==> src/rail_ctrl_pkg.sv <==
// Purpose: constants for the four rail control registers
// Assumes: 8-bit register port, 100 MHz core_clk
// Notes: reset values are the factory image of each control register
// Functional notes
// - select 00 always uses normal voltage code
// - select 11 uses sleep code while pin low
// - sleep pin per rail fixed by factory
// - converter bit 1: 0 auto, 1 forced PWM
// - bit 0 low forces rail off
// - each enable bit acts on own rail only
// - sleep code register replaces normal code
package rail_ctrl_pkg;
  localparam int num_rails = 4;
  localparam logic [7:0] conv_e_offset = 8'h26;
  localparam logic [7:0] conv_f_offset = 8'h27;
  localparam logic [7:0] lin_b_offset = 8'h28;
  localparam logic [7:0] lin_c_offset = 8'h29;
  localparam int enable_bit = 0;
  localparam int mode_bit = 1;
  localparam int sel_lo = 4;
  localparam int sel_hi = 5;
  localparam logic [1:0] sel_off = 2'h0;
  localparam logic [1:0] sel_on = 2'h3;
  localparam logic [7:0] writable_mask = 8'h3f;
  localparam logic [7:0] conv_e_reset = 8'h0d;
  localparam logic [7:0] conv_f_reset = 8'h3d;
  localparam logic [7:0] lin_b_reset = 8'h0c;
  localparam logic [7:0] lin_c_reset = 8'h0c;
  // factory sleep pin choice per rail: 0 = pin one, 1 = pin two
  localparam logic [3:0] sleep_pin_map = 4'h0;
endpackage

==> src/rail_code_select.sv <==
// Purpose: picks normal or sleep voltage code for one rail
// Assumes: inputs already synchronised to core_clk
// Notes: code output registered so the analog side sees a clean code; in_sleep is not
`timescale 1ns/1ns
`default_nettype none
module rail_code_select
  import rail_ctrl_pkg::*;
(
  input wire logic core_clk,
  input wire logic resetn,
  input wire logic [1:0] sleep_select,
  input wire logic sleep_pin,
  input wire logic [6:0] normal_code,
  input wire logic [6:0] sleep_code,
  output logic in_sleep,
  output logic [6:0] code_q
);
  logic [6:0] code_d;

  // reserved select codes fall back to normal code, the safe choice
  assign in_sleep = (sleep_select == sel_on) && !sleep_pin;
  assign code_d = in_sleep ? sleep_code : normal_code;

  always_ff @(posedge core_clk or negedge resetn) begin
    if (!resetn) begin
      code_q <= 7'h00;
    end else begin
      code_q <= code_d;
    end
  end
endmodule
`default_nettype wire

==> src/regulator_rail_control_regs.sv <==
// Purpose: register bank for two converters and two linear regulators
// Assumes: a serial-bus front end delivers byte writes and reads
// Notes: sleep and control pins are asynchronous and synchronised here
`timescale 1ns/1ns
`default_nettype none
module regulator_rail_control_regs
  import rail_ctrl_pkg::*;
(
  input wire logic core_clk,
  input wire logic resetn,
  input wire logic [7:0] reg_addr,
  input wire logic reg_write,
  input wire logic [7:0] reg_wdata,
  output logic [7:0] reg_rdata_q,
  output logic reg_hit,
  input wire logic sleep_request_pin_one,
  input wire logic sleep_request_pin_two,
  input wire logic [3:0] rail_pin_enable,
  input wire logic [27:0] normal_voltage_codes,
  input wire logic [27:0] sleep_voltage_codes,
  output logic [3:0] rail_on,
  output logic [3:0] rail_in_sleep,
  output logic [1:0] converter_pwm,
  output logic [27:0] rail_voltage_codes
);
  logic [7:0] ctrl_q [num_rails];
  logic [1:0] slp_meta_q, slp_sync_q;
  logic [3:0] pin_meta_q, pin_sync_q;
  logic [3:0] wr_hit;
  logic [1:0] rd_index;
  logic [3:0] rail_sleep_pin;

  // one compare serves every register decode
  function automatic logic addr_is(input logic [7:0] addr,
    input logic [7:0] offset);
    return addr == offset;
  endfunction

  // sleep select field of a control byte, for logic and checks alike
  function automatic logic [1:0] sel_field(input logic [7:0] ctrl);
    return ctrl[sel_hi:sel_lo];
  endfunction

  // address decode, one strobe per register
  assign wr_hit[0] = addr_is(reg_addr, conv_e_offset);
  assign wr_hit[1] = addr_is(reg_addr, conv_f_offset);
  assign wr_hit[2] = addr_is(reg_addr, lin_b_offset);
  assign wr_hit[3] = addr_is(reg_addr, lin_c_offset);
  assign reg_hit = |wr_hit;
  assign rd_index = reg_addr[1:0] + 2'h2;

  // two-stage synchronisers for all pin inputs
  always_ff @(posedge core_clk or negedge resetn) begin
    if (!resetn) begin
      slp_meta_q <= 2'h3;
      slp_sync_q <= 2'h3;
      pin_meta_q <= 4'h0;
      pin_sync_q <= 4'h0;
    end else begin
      slp_meta_q <= {sleep_request_pin_two, sleep_request_pin_one};
      slp_sync_q <= slp_meta_q;
      pin_meta_q <= rail_pin_enable;
      pin_sync_q <= pin_meta_q;
    end
  end

  // control registers; bits 7:6 never stored
  always_ff @(posedge core_clk or negedge resetn) begin
    if (!resetn) begin
      ctrl_q[0] <= conv_e_reset;
      ctrl_q[1] <= conv_f_reset;
      ctrl_q[2] <= lin_b_reset;
      ctrl_q[3] <= lin_c_reset;
    end else begin
      for (int i = 0; i < num_rails; i++) begin
        if (reg_write && wr_hit[i]) begin
          ctrl_q[i] <= reg_wdata & writable_mask;
        end
      end
    end
  end

  // readback; unmapped addresses read zero
  always_ff @(posedge core_clk or negedge resetn) begin
    if (!resetn) begin
      reg_rdata_q <= 8'h00;
    end else begin
      reg_rdata_q <= reg_hit ? ctrl_q[rd_index] : 8'h00;
    end
  end

  // enable bit and synchronised pin must both be high, each rail independently
  // reserved middle bits written by host are stored, not checked
  genvar g;
  generate
    for (g = 0; g < num_rails; g++) begin : rail_gen
      assign rail_on[g] = ctrl_q[g][enable_bit] & pin_sync_q[g];
      assign rail_sleep_pin[g] = sleep_pin_map[g] ? slp_sync_q[1]
                                                 : slp_sync_q[0];
      rail_code_select u_sel (
        .core_clk(core_clk),
        .resetn(resetn),
        .sleep_select(sel_field(ctrl_q[g])),
        .sleep_pin(rail_sleep_pin[g]),
        .normal_code(normal_voltage_codes[g*7 +: 7]),
        .sleep_code(sleep_voltage_codes[g*7 +: 7]),
        .in_sleep(rail_in_sleep[g]),
        .code_q(rail_voltage_codes[g*7 +: 7])
      );
    end
  endgenerate

  // converter operating mode
  assign converter_pwm[0] = ctrl_q[0][mode_bit];
  assign converter_pwm[1] = ctrl_q[1][mode_bit];

  // checks on what the host reads back and what each rail is given

  // stored high bits always zero
  bits_zero_a: assert property (
    @(posedge core_clk) disable iff (!resetn)
    reg_hit |=> reg_rdata_q[7:6] == 2'h0)
    else $error("reserved bits read nonzero");

  // a written byte comes back masked on the read that follows it
  read_back_a: assert property (
    @(posedge core_clk) disable iff (!resetn)
    (reg_write && wr_hit[3]) ##1 (reg_addr == lin_c_offset && !reg_write)
      |=> reg_rdata_q == ($past(reg_wdata, 2) & writable_mask))
    else $error("readback mismatch");

  // same round trip on a converter register
  read_back_e_a: assert property (
    @(posedge core_clk) disable iff (!resetn)
    (reg_write && wr_hit[0]) ##1 (reg_addr == conv_e_offset && !reg_write)
      |=> reg_rdata_q == ($past(reg_wdata, 2) & writable_mask))
    else $error("readback e mismatch");

  // a cleared enable bit turns the rail off one cycle after the write
  enable_off_a: assert property (
    @(posedge core_clk) disable iff (!resetn)
    (reg_write && wr_hit[0] && !reg_wdata[enable_bit]) |=> !rail_on[0])
    else $error("rail e not forced off");

  // the override works the same on the second converter
  enable_f_off_a: assert property (
    @(posedge core_clk) disable iff (!resetn)
    (reg_write && wr_hit[1] && !reg_wdata[enable_bit]) |=> !rail_on[1])
    else $error("rail f not forced off");

  // and on the first linear regulator
  enable_b_off_a: assert property (
    @(posedge core_clk) disable iff (!resetn)
    (reg_write && wr_hit[2] && !reg_wdata[enable_bit]) |=> !rail_on[2])
    else $error("rail b not forced off");

  // and on the second linear regulator
  enable_c_off_a: assert property (
    @(posedge core_clk) disable iff (!resetn)
    (reg_write && wr_hit[3] && !reg_wdata[enable_bit]) |=> !rail_on[3])
    else $error("rail c not forced off");

  // mode bit reaches the converter unchanged
  mode_pwm_a: assert property (
    @(posedge core_clk) disable iff (!resetn)
    (reg_write && wr_hit[1]) |=>
      converter_pwm[1] == $past(reg_wdata[mode_bit]))
    else $error("converter f mode mismatch");

  // first converter mode, auto and forced alike
  mode_auto_a: assert property (
    @(posedge core_clk) disable iff (!resetn)
    (reg_write && wr_hit[0]) |=>
      converter_pwm[0] == $past(reg_wdata[mode_bit]))
    else $error("converter e mode mismatch");

  // a write to one rail leaves the others alone unless pins moved
  own_rail_a: assert property (
    @(posedge core_clk) disable iff (!resetn)
    (reg_write && wr_hit[2]) |=>
      $stable(rail_on[3]) || $changed(pin_sync_q))
    else $error("enable leaked to other rail");

  // same isolation seen from the converter side
  other_rail_a: assert property (
    @(posedge core_clk) disable iff (!resetn)
    (reg_write && wr_hit[0]) |=>
      $stable(rail_on[1]) || $changed(pin_sync_q))
    else $error("enable leaked to rail f");

  // select 00 keeps the normal code whatever the pins do
  normal_code_a: assert property (
    @(posedge core_clk) disable iff (!resetn)
    (sel_field(ctrl_q[0]) == sel_off) |=>
      rail_voltage_codes[6:0] == $past(normal_voltage_codes[6:0]))
    else $error("rail e not at normal code");

  // likewise for the last rail, top slice of the code bus
  normal_code_c_a: assert property (
    @(posedge core_clk) disable iff (!resetn)
    (sel_field(ctrl_q[3]) == sel_off) |=>
      rail_voltage_codes[27:21] == $past(normal_voltage_codes[27:21]))
    else $error("rail c not at normal code");

  // select 00 never reports sleep
  no_sleep_a: assert property (
    @(posedge core_clk) disable iff (!resetn)
    (sel_field(ctrl_q[0]) == sel_off) |-> !rail_in_sleep[0])
    else $error("rail e asleep with select off");

  // select 11 and a low pin give the sleep code
  sleep_code_a: assert property (
    @(posedge core_clk) disable iff (!resetn)
    (sel_field(ctrl_q[0]) == sel_on && !rail_sleep_pin[0]) |=>
      rail_voltage_codes[6:0] == $past(sleep_voltage_codes[6:0]))
    else $error("rail e not at sleep code");

  // sleep code on a linear regulator too
  sleep_code_b_a: assert property (
    @(posedge core_clk) disable iff (!resetn)
    (sel_field(ctrl_q[2]) == sel_on && !rail_sleep_pin[2]) |=>
      rail_voltage_codes[20:14] == $past(sleep_voltage_codes[20:14]))
    else $error("rail b not at sleep code");

  // select 11 with the pin high stays on the normal code
  awake_code_a: assert property (
    @(posedge core_clk) disable iff (!resetn)
    (sel_field(ctrl_q[1]) == sel_on && rail_sleep_pin[1]) |=>
      rail_voltage_codes[13:7] == $past(normal_voltage_codes[13:7]))
    else $error("rail f left normal code");

  // factory map sends rail f to pin one only
  pin_map_a: assert property (
    @(posedge core_clk) disable iff (!resetn)
    rail_in_sleep[1] |-> !slp_sync_q[0] && sel_field(ctrl_q[1]) == sel_on)
    else $error("wrong sleep pin used");
endmodule
`default_nettype wire

==> config.mk <==
export PLATFORM = sky130hd
export DESIGN_NAME = regulator_rail_control_regs
export DESIGN_NICKNAME = d
export VERILOG_FILES = /design/src/rail_ctrl_pkg.sv /design/src/rail_code_select.sv /design/src/regulator_rail_control_regs.sv
export SDC_FILE = /design/constraint.sdc
export NUM_CORES = 1
export LEC_CHECK = 0
export BUFFER_PORTS_ARGS = -buffer_cell sky130_fd_sc_hd__buf_2
export CORE_ASPECT_RATIO = 0.5
export CORE_MARGIN = 5
export CORE_UTILIZATION = 46
export DETAILED_ROUTE_END_ITERATION = 16
export PLACE_DENSITY = 0.79
export SLEW_MARGIN = 20
export SYNTH_ARGS = -nofsm -noshare
export SYNTH_HDL_FRONTEND = slang
export SYNTH_HIERARCHICAL = 1
export SYNTH_SLANG_ARGS = --single-unit
==> constraint.sdc <==
create_clock -name core_clk -period 1.25 [get_ports core_clk]
set_input_delay 0.125 -clock core_clk [delete_from_list [all_inputs] [get_ports core_clk]]
set_output_delay 0.125 -clock core_clk [all_outputs]
set_load 0.01 [all_outputs]
==> results of run 1 <==
## flip-flops by register name, summed over array words and instances (netlist names)
register	flops
ctrl_q	22
slp_meta_q	1
pin_sync_q	4
slp_sync_q	1
reg_rdata_q	6
pin_meta_q	4
converter_pwm	2
rail_gen.u_sel/code_q	28
## per-layer routing
| layer | vias to the layer above | track usage, % |
|---|---|---|
| met2 | 74 | 37.1 |
| met4 | 0 | 6.42 |
| met5 | - | 0 |
| li1 | 880 | - |
| met1 | 986 | 20.4 |
| met3 | 9 | 6.17 |
## final cells by class
class | count | area share, %
sequential | 68 | 41.2
multi-input combinational | 82 | 26.2
timing repair buffer | 150 | 22.3
clock buffer | 11 | 5.81
tap | 73 | 2.19
clock inverter | 5 | 1.80
inverter | 5 | 0.449
## per-stage QoR
| step | area (um^2) | TNS (ns) | worst slack [ns] | util (%) |
|---|---|---|---|---|
| after global placement | 3550 | -3.05 | -0.176 | 63.0 |
| after floorplan | 2770 | -0.167 | -0.0374 | - |
| after global routing | 4180 | -2.01 | -0.119 | 74.1 |
| after CTS | 4090 | -0.974 | -0.0897 | 72.6 |
| final | 4180 | -0.804 | -0.0777 | 74.1 |
| after detailed placement | 3550 | -4.25 | -0.282 | 63.0 |
## cell usage after synthesis
cell | number | area [um^2]
conb_1 | 1 | 3.75
o21ai_0 | 1 | 5.00
dfrtp_1 | 54 | 1350
nor4b_4 | 1 | 23.8
and2_1 | 4 | 25.0
dfstp_2 | 14 | 368
buf_4 | 5 | 37.5
mux2_2 | 46 | 518
and3b_1 | 1 | 8.76
and2b_1 | 2 | 15.0
nand4_2 | 2 | 25.0
mux4_2 | 6 | 135
inv_1 | 5 | 18.8
nor3b_2 | 1 | 12.5
nand3b_4 | 4 | 80.1
nor2b_1 | 4 | 25.0
buf_2 | 2 | 10.0
and4b_1 | 1 | 10.0
mux2_1 | 6 | 67.6
nand4b_2 | 1 | 15.0
## worst reg2reg max path, cell delays in order, from the launching register on
cell      delay [ns]
dfstp_2         0.55
nand3b_4        0.17
buf_4           0.15
mux2_2          0.33
## cell usage in the layout (no fill, tap or decap), types with 2 or more instances in the layout
cell           synthesis  layout
inv_2                  0       4
and2b_1                2       2
nor2b_1                4       4
dfstp_2               14      14
buf_2                  2     116
buf_4                  5      14
and2_1                 4       2
and2_4                 0       2
clkinv_2               0       3
conb_1                 1       2
mux4_2                 6       6
mux2_1                 6       3
bufinv_16              0       2
dfrtp_1               54      54
buf_6                  0      10
mux2_4                 0      24
buf_12                 0       3
clkbuf_16              0       9
dlygate4sd3_1          0       6
nand3b_4               4       4
mux2_2                46      25
## worst paths after layout
path,start,end,cells past startpoint
max in group asynchronous,resetn,ctrl_q[10]$_DFFE_PN1P_,3
worst max-delay path,slp_sync_q[0]$_DFF_PN1_,rail_in_sleep[2],3
worst max register to register,slp_sync_q[0]$_DFF_PN1_,rail_gen[2].u_sel/code_q[2]$_DFF_PN0_,3
min in group asynchronous,resetn,rail_gen[1].u_sel/code_q[2]$_DFF_PN0_,2
worst min register to register,pin_meta_q[1]$_DFF_PN0_,pin_sync_q[1]$_DFF_PN0_,0
worst min-delay path,sleep_voltage_codes[9],rail_gen[1].u_sel/code_q[2]$_DFF_PN0_,2
## cells by family after synthesis
logic type | after synthesis
AOI/OAI and AO/OA | 1
buffers and inverters | 12
muxes | 58
other | 1
DFF | 68
and+or+nand+nor | 21
## timing repair
item                                    in CTS  in global routing
resized for setup                           26                 18
endpoints found under the setup margin       5                 38
hold endpoints to repair                    15                  0
hold buffers                                 6                  0
pin swaps                                    0                  1
setup buffers                                8                  1
## power breakdown
group | total, mW | leakage [nW] | switching (mW) | internal, mW
Clock | 2.69 | 0.159 | 0.902 | 1.79
Sequential | 2.37 | 0.814 | 0.0542 | 2.32
Combinational | 0.498 | 1.37 | 0.215 | 0.283
==> impl_results.md, run 1 <==
* LEAKAGE at 2.35 nW
* Critical path class: reg -> out
* Core area at 0.00563 mm^2
* Worst Hold Class: in -> reg
* Cell count after synthesis at 161
* CP max stage delay at 0.55 ns
* Setup Skew at 0.00747 ns
* Worst Path Arrival at 1.20 ns
* Slew Limit Fails at 0
* Remaining Overflow, GRT at 0
* PD cells at 1330 mW/mm^2
* Period utilisation layout at 106%
* Initial core utilization at 48.9%
* Clk slew on worst S/H paths at 0.05 ns
* FF+latch count, synth at 68
* RePlAce Congestion at 0.811
* Synth Area in Simple Gates at 8.72%
* Vias per cell at 4.95
* CTS tree: done
* Cts bufs inserted at 9
* Vias in the first global route at 2,222
* Largest net degree at the start of global routing at 38
* Adder-Cell Fraction of Synth Area at 0%
* Hpwl dp at 4870 um
* Crit path buf inv count at 2
* Fmax at 0.753 GHz
* Uppermost layer routed: met4
* Maximum clock path buffer count at 2
* Area grow syn2layout at 51.6%
* Multiplexer share of the synthesized area at 26.2%
* Number of cell rows at 19
* Worst Path Max Fanout at 4
* Final nets at 397
* Endpoints failing hold at 0
* R2R setup slack at -0.06 ns
* Area of the multi-input gates at 0.00110 mm^2
* Max-cap violations at 0
* First-pass GRT wire length at 11,300 um
* Synth cell types at 20
* Final WL at 7500 um
* Total area of sequential cells at 0.00172 mm^2
* PortBufs at 122
* WL met3 at 409 um
* PnR worst setup slack at -0.0777 ns
* Clock sink total at 68
* DIE WIDTH at 119 um
* Fillers at 336
* Post-Route M1 WL at 2840 um
* Worst setup SP type: flip-flop
* Seq/Total Area, Yosys at 62.4%
* Layout cell share with drive strength beyond 1 at 76.0%
* Final Setup Violations at 27
* Clock latency on the worst-skew pair at 0.33 ns
* Critical Path RT at 1.12 ns
* GRT Total Usage at 19.3%
* Failing checks: negative setup slack
* # diodes at 0
* Average wire per standard cell at 19.0 um
* Total power at 5.56 mW
* Cells after DPL at 363
* DIE AREA at 0.00773 mm^2
* Outcome: finished with violations
* Setup crit end kind: output port
* Number of DRC markers in iteration 0 at 74
* XOR/XNOR Fraction of Synth Area at 0%
* Root Driver: clkbuf_16
* RSZ-0062 raised after global routing: true
* IO Pins at 128
* Met2 Wirelength at 4140 um
* Mapped cell area at 0.00276 mm^2
* Peak VDD IR at 0.873 mV
* Post-DRT Antenna Nets at 0
* Post-Layout Cell Count at 394
* Drt pass-1 iters at 4
* Area fraction in compound gates after synthesis at 0.182%
* H-tree depth at 3
* Remaining DRCs at 0
* Height of the die at 64.7 um
* Synthesis warning total at 6
* Largest family of logic cells by synthesized area: multiplexers
* Worst hold slack at 0.0283 ns
* Critical path's slowest cell: dfstp_2
* Clock period minus worst slack at 1.33 ns
* CP Cell Sequence: nand3b_4, inv_2, buf_6
* Synthesized area per cell at 17.1 um^2
* Initial antenna violation count at 0
* Vias at 1,949
* CP top delay family: flip-flops
No activity file was read; power rests on OpenSTA's default activity.
==> inputs of run 2 (changes only) <==
--- a/config.mk
+++ b/config.mk
@@ -8,9 +8,9 @@
 export BUFFER_PORTS_ARGS = -buffer_cell sky130_fd_sc_hd__buf_2
 export CORE_ASPECT_RATIO = 0.5
 export CORE_MARGIN = 5
-export CORE_UTILIZATION = 46
+export CORE_UTILIZATION = 44
 export DETAILED_ROUTE_END_ITERATION = 16
-export PLACE_DENSITY = 0.79
+export PLACE_DENSITY = 0.76
 export SLEW_MARGIN = 20
 export SYNTH_ARGS = -nofsm -noshare
 export SYNTH_HDL_FRONTEND = slang
==> constraint.sdc (replaced) <==
create_clock -name core_clk -period 1.6 [get_ports core_clk]
set_input_delay 0.16 -clock core_clk [delete_from_list [all_inputs] [get_ports core_clk]]
set_output_delay 0.16 -clock core_clk [all_outputs]
set_load 0.01 [all_outputs]
==> impl_results.md, run 2 (synthesized netlist as in run 1, its figures left out) <==
* Hpwl dp at 4430 um (-9.0%)
* GRT Total Usage at 16.0% (-3.3 points)
* H-tree depth at 3 (unchanged)
* Max-cap violations at 0 (unchanged)
* # diodes at 0 (unchanged)
* IO Pins at 128 (unchanged)
* Top reg by flops: rail_gen.u_sel/code_q
* Largest regs: rail_gen.u_sel/code_q (28), ctrl_q (22), reg_rdata_q (6)
* Max-slew headroom at 62.3%
* Total Neg Setup Slack at 0 ns (+0.804 ns)
* Fmax at 0.704 GHz
* Post-layout instance area at 0.00384 mm^2 (-7.9%)
* Slew @ Worst Pin at 0.561 ns
* PD cells at 1100 mW/mm^2 (-17%)
* PortBufs at 122 (unchanged)
* RePlAce Congestion at 0.756 (-6.8%)
* Fillers at 463 (+38%)
* Worst hold slack at 0.0701 ns (+0.0418 ns)
* Clock period minus worst slack at 1.42 ns
* Final nets at 378 (-4.8%)
* First-pass GRT wire length at 9840 um (-13%)
* Slew Limit Fails at 0 (unchanged)
* Most common cell after layout, fill and taps aside: buf_2
* Period utilisation layout at 88.8%
* Worst setup SP type: flip-flop
* Drt pass-1 iters at 4 (unchanged)
* Most frequent cells in the layout: buf_2 (122), dfrtp_1 (54), mux2_2 (46)
* Post-DRT Antenna Nets at 0 (unchanged)
* Worst Path Arrival at 1.26 ns (+0.06 ns)
* Max FFs per register at 28 (unchanged)
* Endpoints failing hold at 0 (unchanged)
* Remaining Overflow, GRT at 0 (unchanged)
* Vias in the first global route at 2,101 (-5.4%)
* Average wire per standard cell at 15.4 um (-19%)
* Worst Hold Class: in -> reg
* Remaining DRCs at 0 (unchanged)
* Critical path class: reg -> out
* Setup crit end kind: output port
* Height of the die at 66.0 um (+1.9%)
* Placed Area at 0.00347 mm^2 (-2.3%)
* LEAKAGE at 2.12 nW (-9.6%)
* Root Driver: clkbuf_16
* DIE AREA at 0.00804 mm^2 (+4.0%)
* Clock latency on the worst-skew pair at 0.32 ns (about the same)
* Clock sink total at 68 (unchanged)
* Peak VDD IR at 0.491 mV (-44%)
* DIE WIDTH at 122 um (+2.1%)
* Number of DRC markers in iteration 0 at 51 (-31%)
* Final Setup Violations at 0 (-100%)
* RSZ-0062 raised after global routing: false
* Worst Path Max Fanout at 8 (+4)
* Number of cell rows at 20 (+1)
* Largest net degree at the start of global routing at 69 (+82%)
* Core area at 0.00608 mm^2 (+7.9%)
* Initial core utilization at 45.3% (-3.6 points)
* Layout cell share with drive strength beyond 1 at 71.2% (-4.8 points)
* Area grow syn2layout at 39.6%
* Setup Skew at 0.00384 ns (-0.00363 ns)
* Critical Path RT at 1.44 ns (+0.32 ns)
* Initial antenna violation count at 0 (unchanged)
* Vias at 1,799 (-7.7%)
* Cts bufs inserted at 9 (unchanged)
* Maximum clock path buffer count at 2 (unchanged)
* Final WL at 5990 um (-20%)
* CTS tree: done
* Clk slew on worst S/H paths at 0.05 ns (about the same)
* Vias per cell at 4.61 (-6.7%)
* Outcome: complete, no violations
[run 2: changes by cell type in the layout (fill, tap and decap cells not counted), moves of 3 or more]
cell / previous run / this run
buf_2: 116 / 122
buf_6: 10 / 0
mux2_2: 25 / 46
mux2_1: 3 / 6
buf_4: 14 / 2
inv_1: 1 / 5
mux2_4: 24 / 0
inv_2: 4 / 0
[run 2: area by class of cell]
cell class              count  area, um^2  area share, %
well taps                  88         110           2.86
clock inverters             5        75.1           1.95
inverters                   5        18.8          0.488
multi-input cells          82         973           25.3
flip-flops and latches     68        1720           44.7
repair buffers            131         706           18.4
clock buffers              11         243           6.31
[run 2: per-stage QoR]
stage | std cells | util [%] | power, mW | worst slack, ns
6_report | 390 | 63.2 | 4.24 | 0.179
3_3_place_gp | 368 | 57.0 | 2.18 | 0.0398
5_1_grt | 390 | 63.2 | 4.41 | 0.0614
4_1_cts | 390 | 63.2 | 4.30 | 0.169
3_5_place_dp | 368 | 57.0 | 2.20 | 0.00584
2_1_floorplan | 162 | - | 2.00 | 0.271
[run 2: metal layers]
| layer | routed length (um) | up-vias | GRT usage [%] |
|---|---|---|---|
| met1 | 2180 | 905 | 16.9 |
| met3 | 293 | 9 | 4.87 |
| li1 | - | 840 | - |
| met5 | 0 | - | 0 |
| met4 | 72 | 0 | 5.59 |
| met2 | 3440 | 45 | 30.4 |
[run 2: path summary, 6_finish.rpt]
check | from | end | slack [ns] | depth (start not counted)
worst min-delay path | sleep_voltage_codes[23] | rail_gen[3].u_sel/code_q[2]$_DFF_PN0_ | 0.07 | 2
min in group asynchronous | resetn | ctrl_q[4]$_DFFE_PN0P_ | 0.40 | 3
worst min register to register | pin_meta_q[2]$_DFF_PN0_ | pin_sync_q[2]$_DFF_PN0_ | 0.35 | 0
worst max register to register | slp_sync_q[0]$_DFF_PN1_ | rail_gen[3].u_sel/code_q[3]$_DFF_PN0_ | 0.38 | 2
max in group asynchronous | resetn | ctrl_q[2]$_DFFE_PN1P_ | 0.87 | 3
worst max-delay path | slp_sync_q[0]$_DFF_PN1_ | rail_in_sleep[1] | 0.18 | 3
[run 2: worst max-delay path, stage by stage (launching register included)]
cell	delay (ns)
dfstp_2	0.55
nand3b_4	0.20
inv_1	0.06
buf_2	0.13
[run 2: report_power, final]
part | internal [mW] | switching [mW] | total, mW
sequential | 1.81 | 0.0360 | 1.85
clock | 1.40 | 0.666 | 2.06
combinational | 0.186 | 0.144 | 0.331
total | 3.40 | 0.847 | 4.24
[run 2: what timing repair did]
| action | CTS | global route |
|---|---|---|
| endpoints found under the setup margin | 1 | 0 |
| endpoints found under the hold margin | 59 | 0 |
| setup buffers | 0 | 0 |
| hold buffers | 6 | 0 |
| gates resized for setup | 1 | 0 |
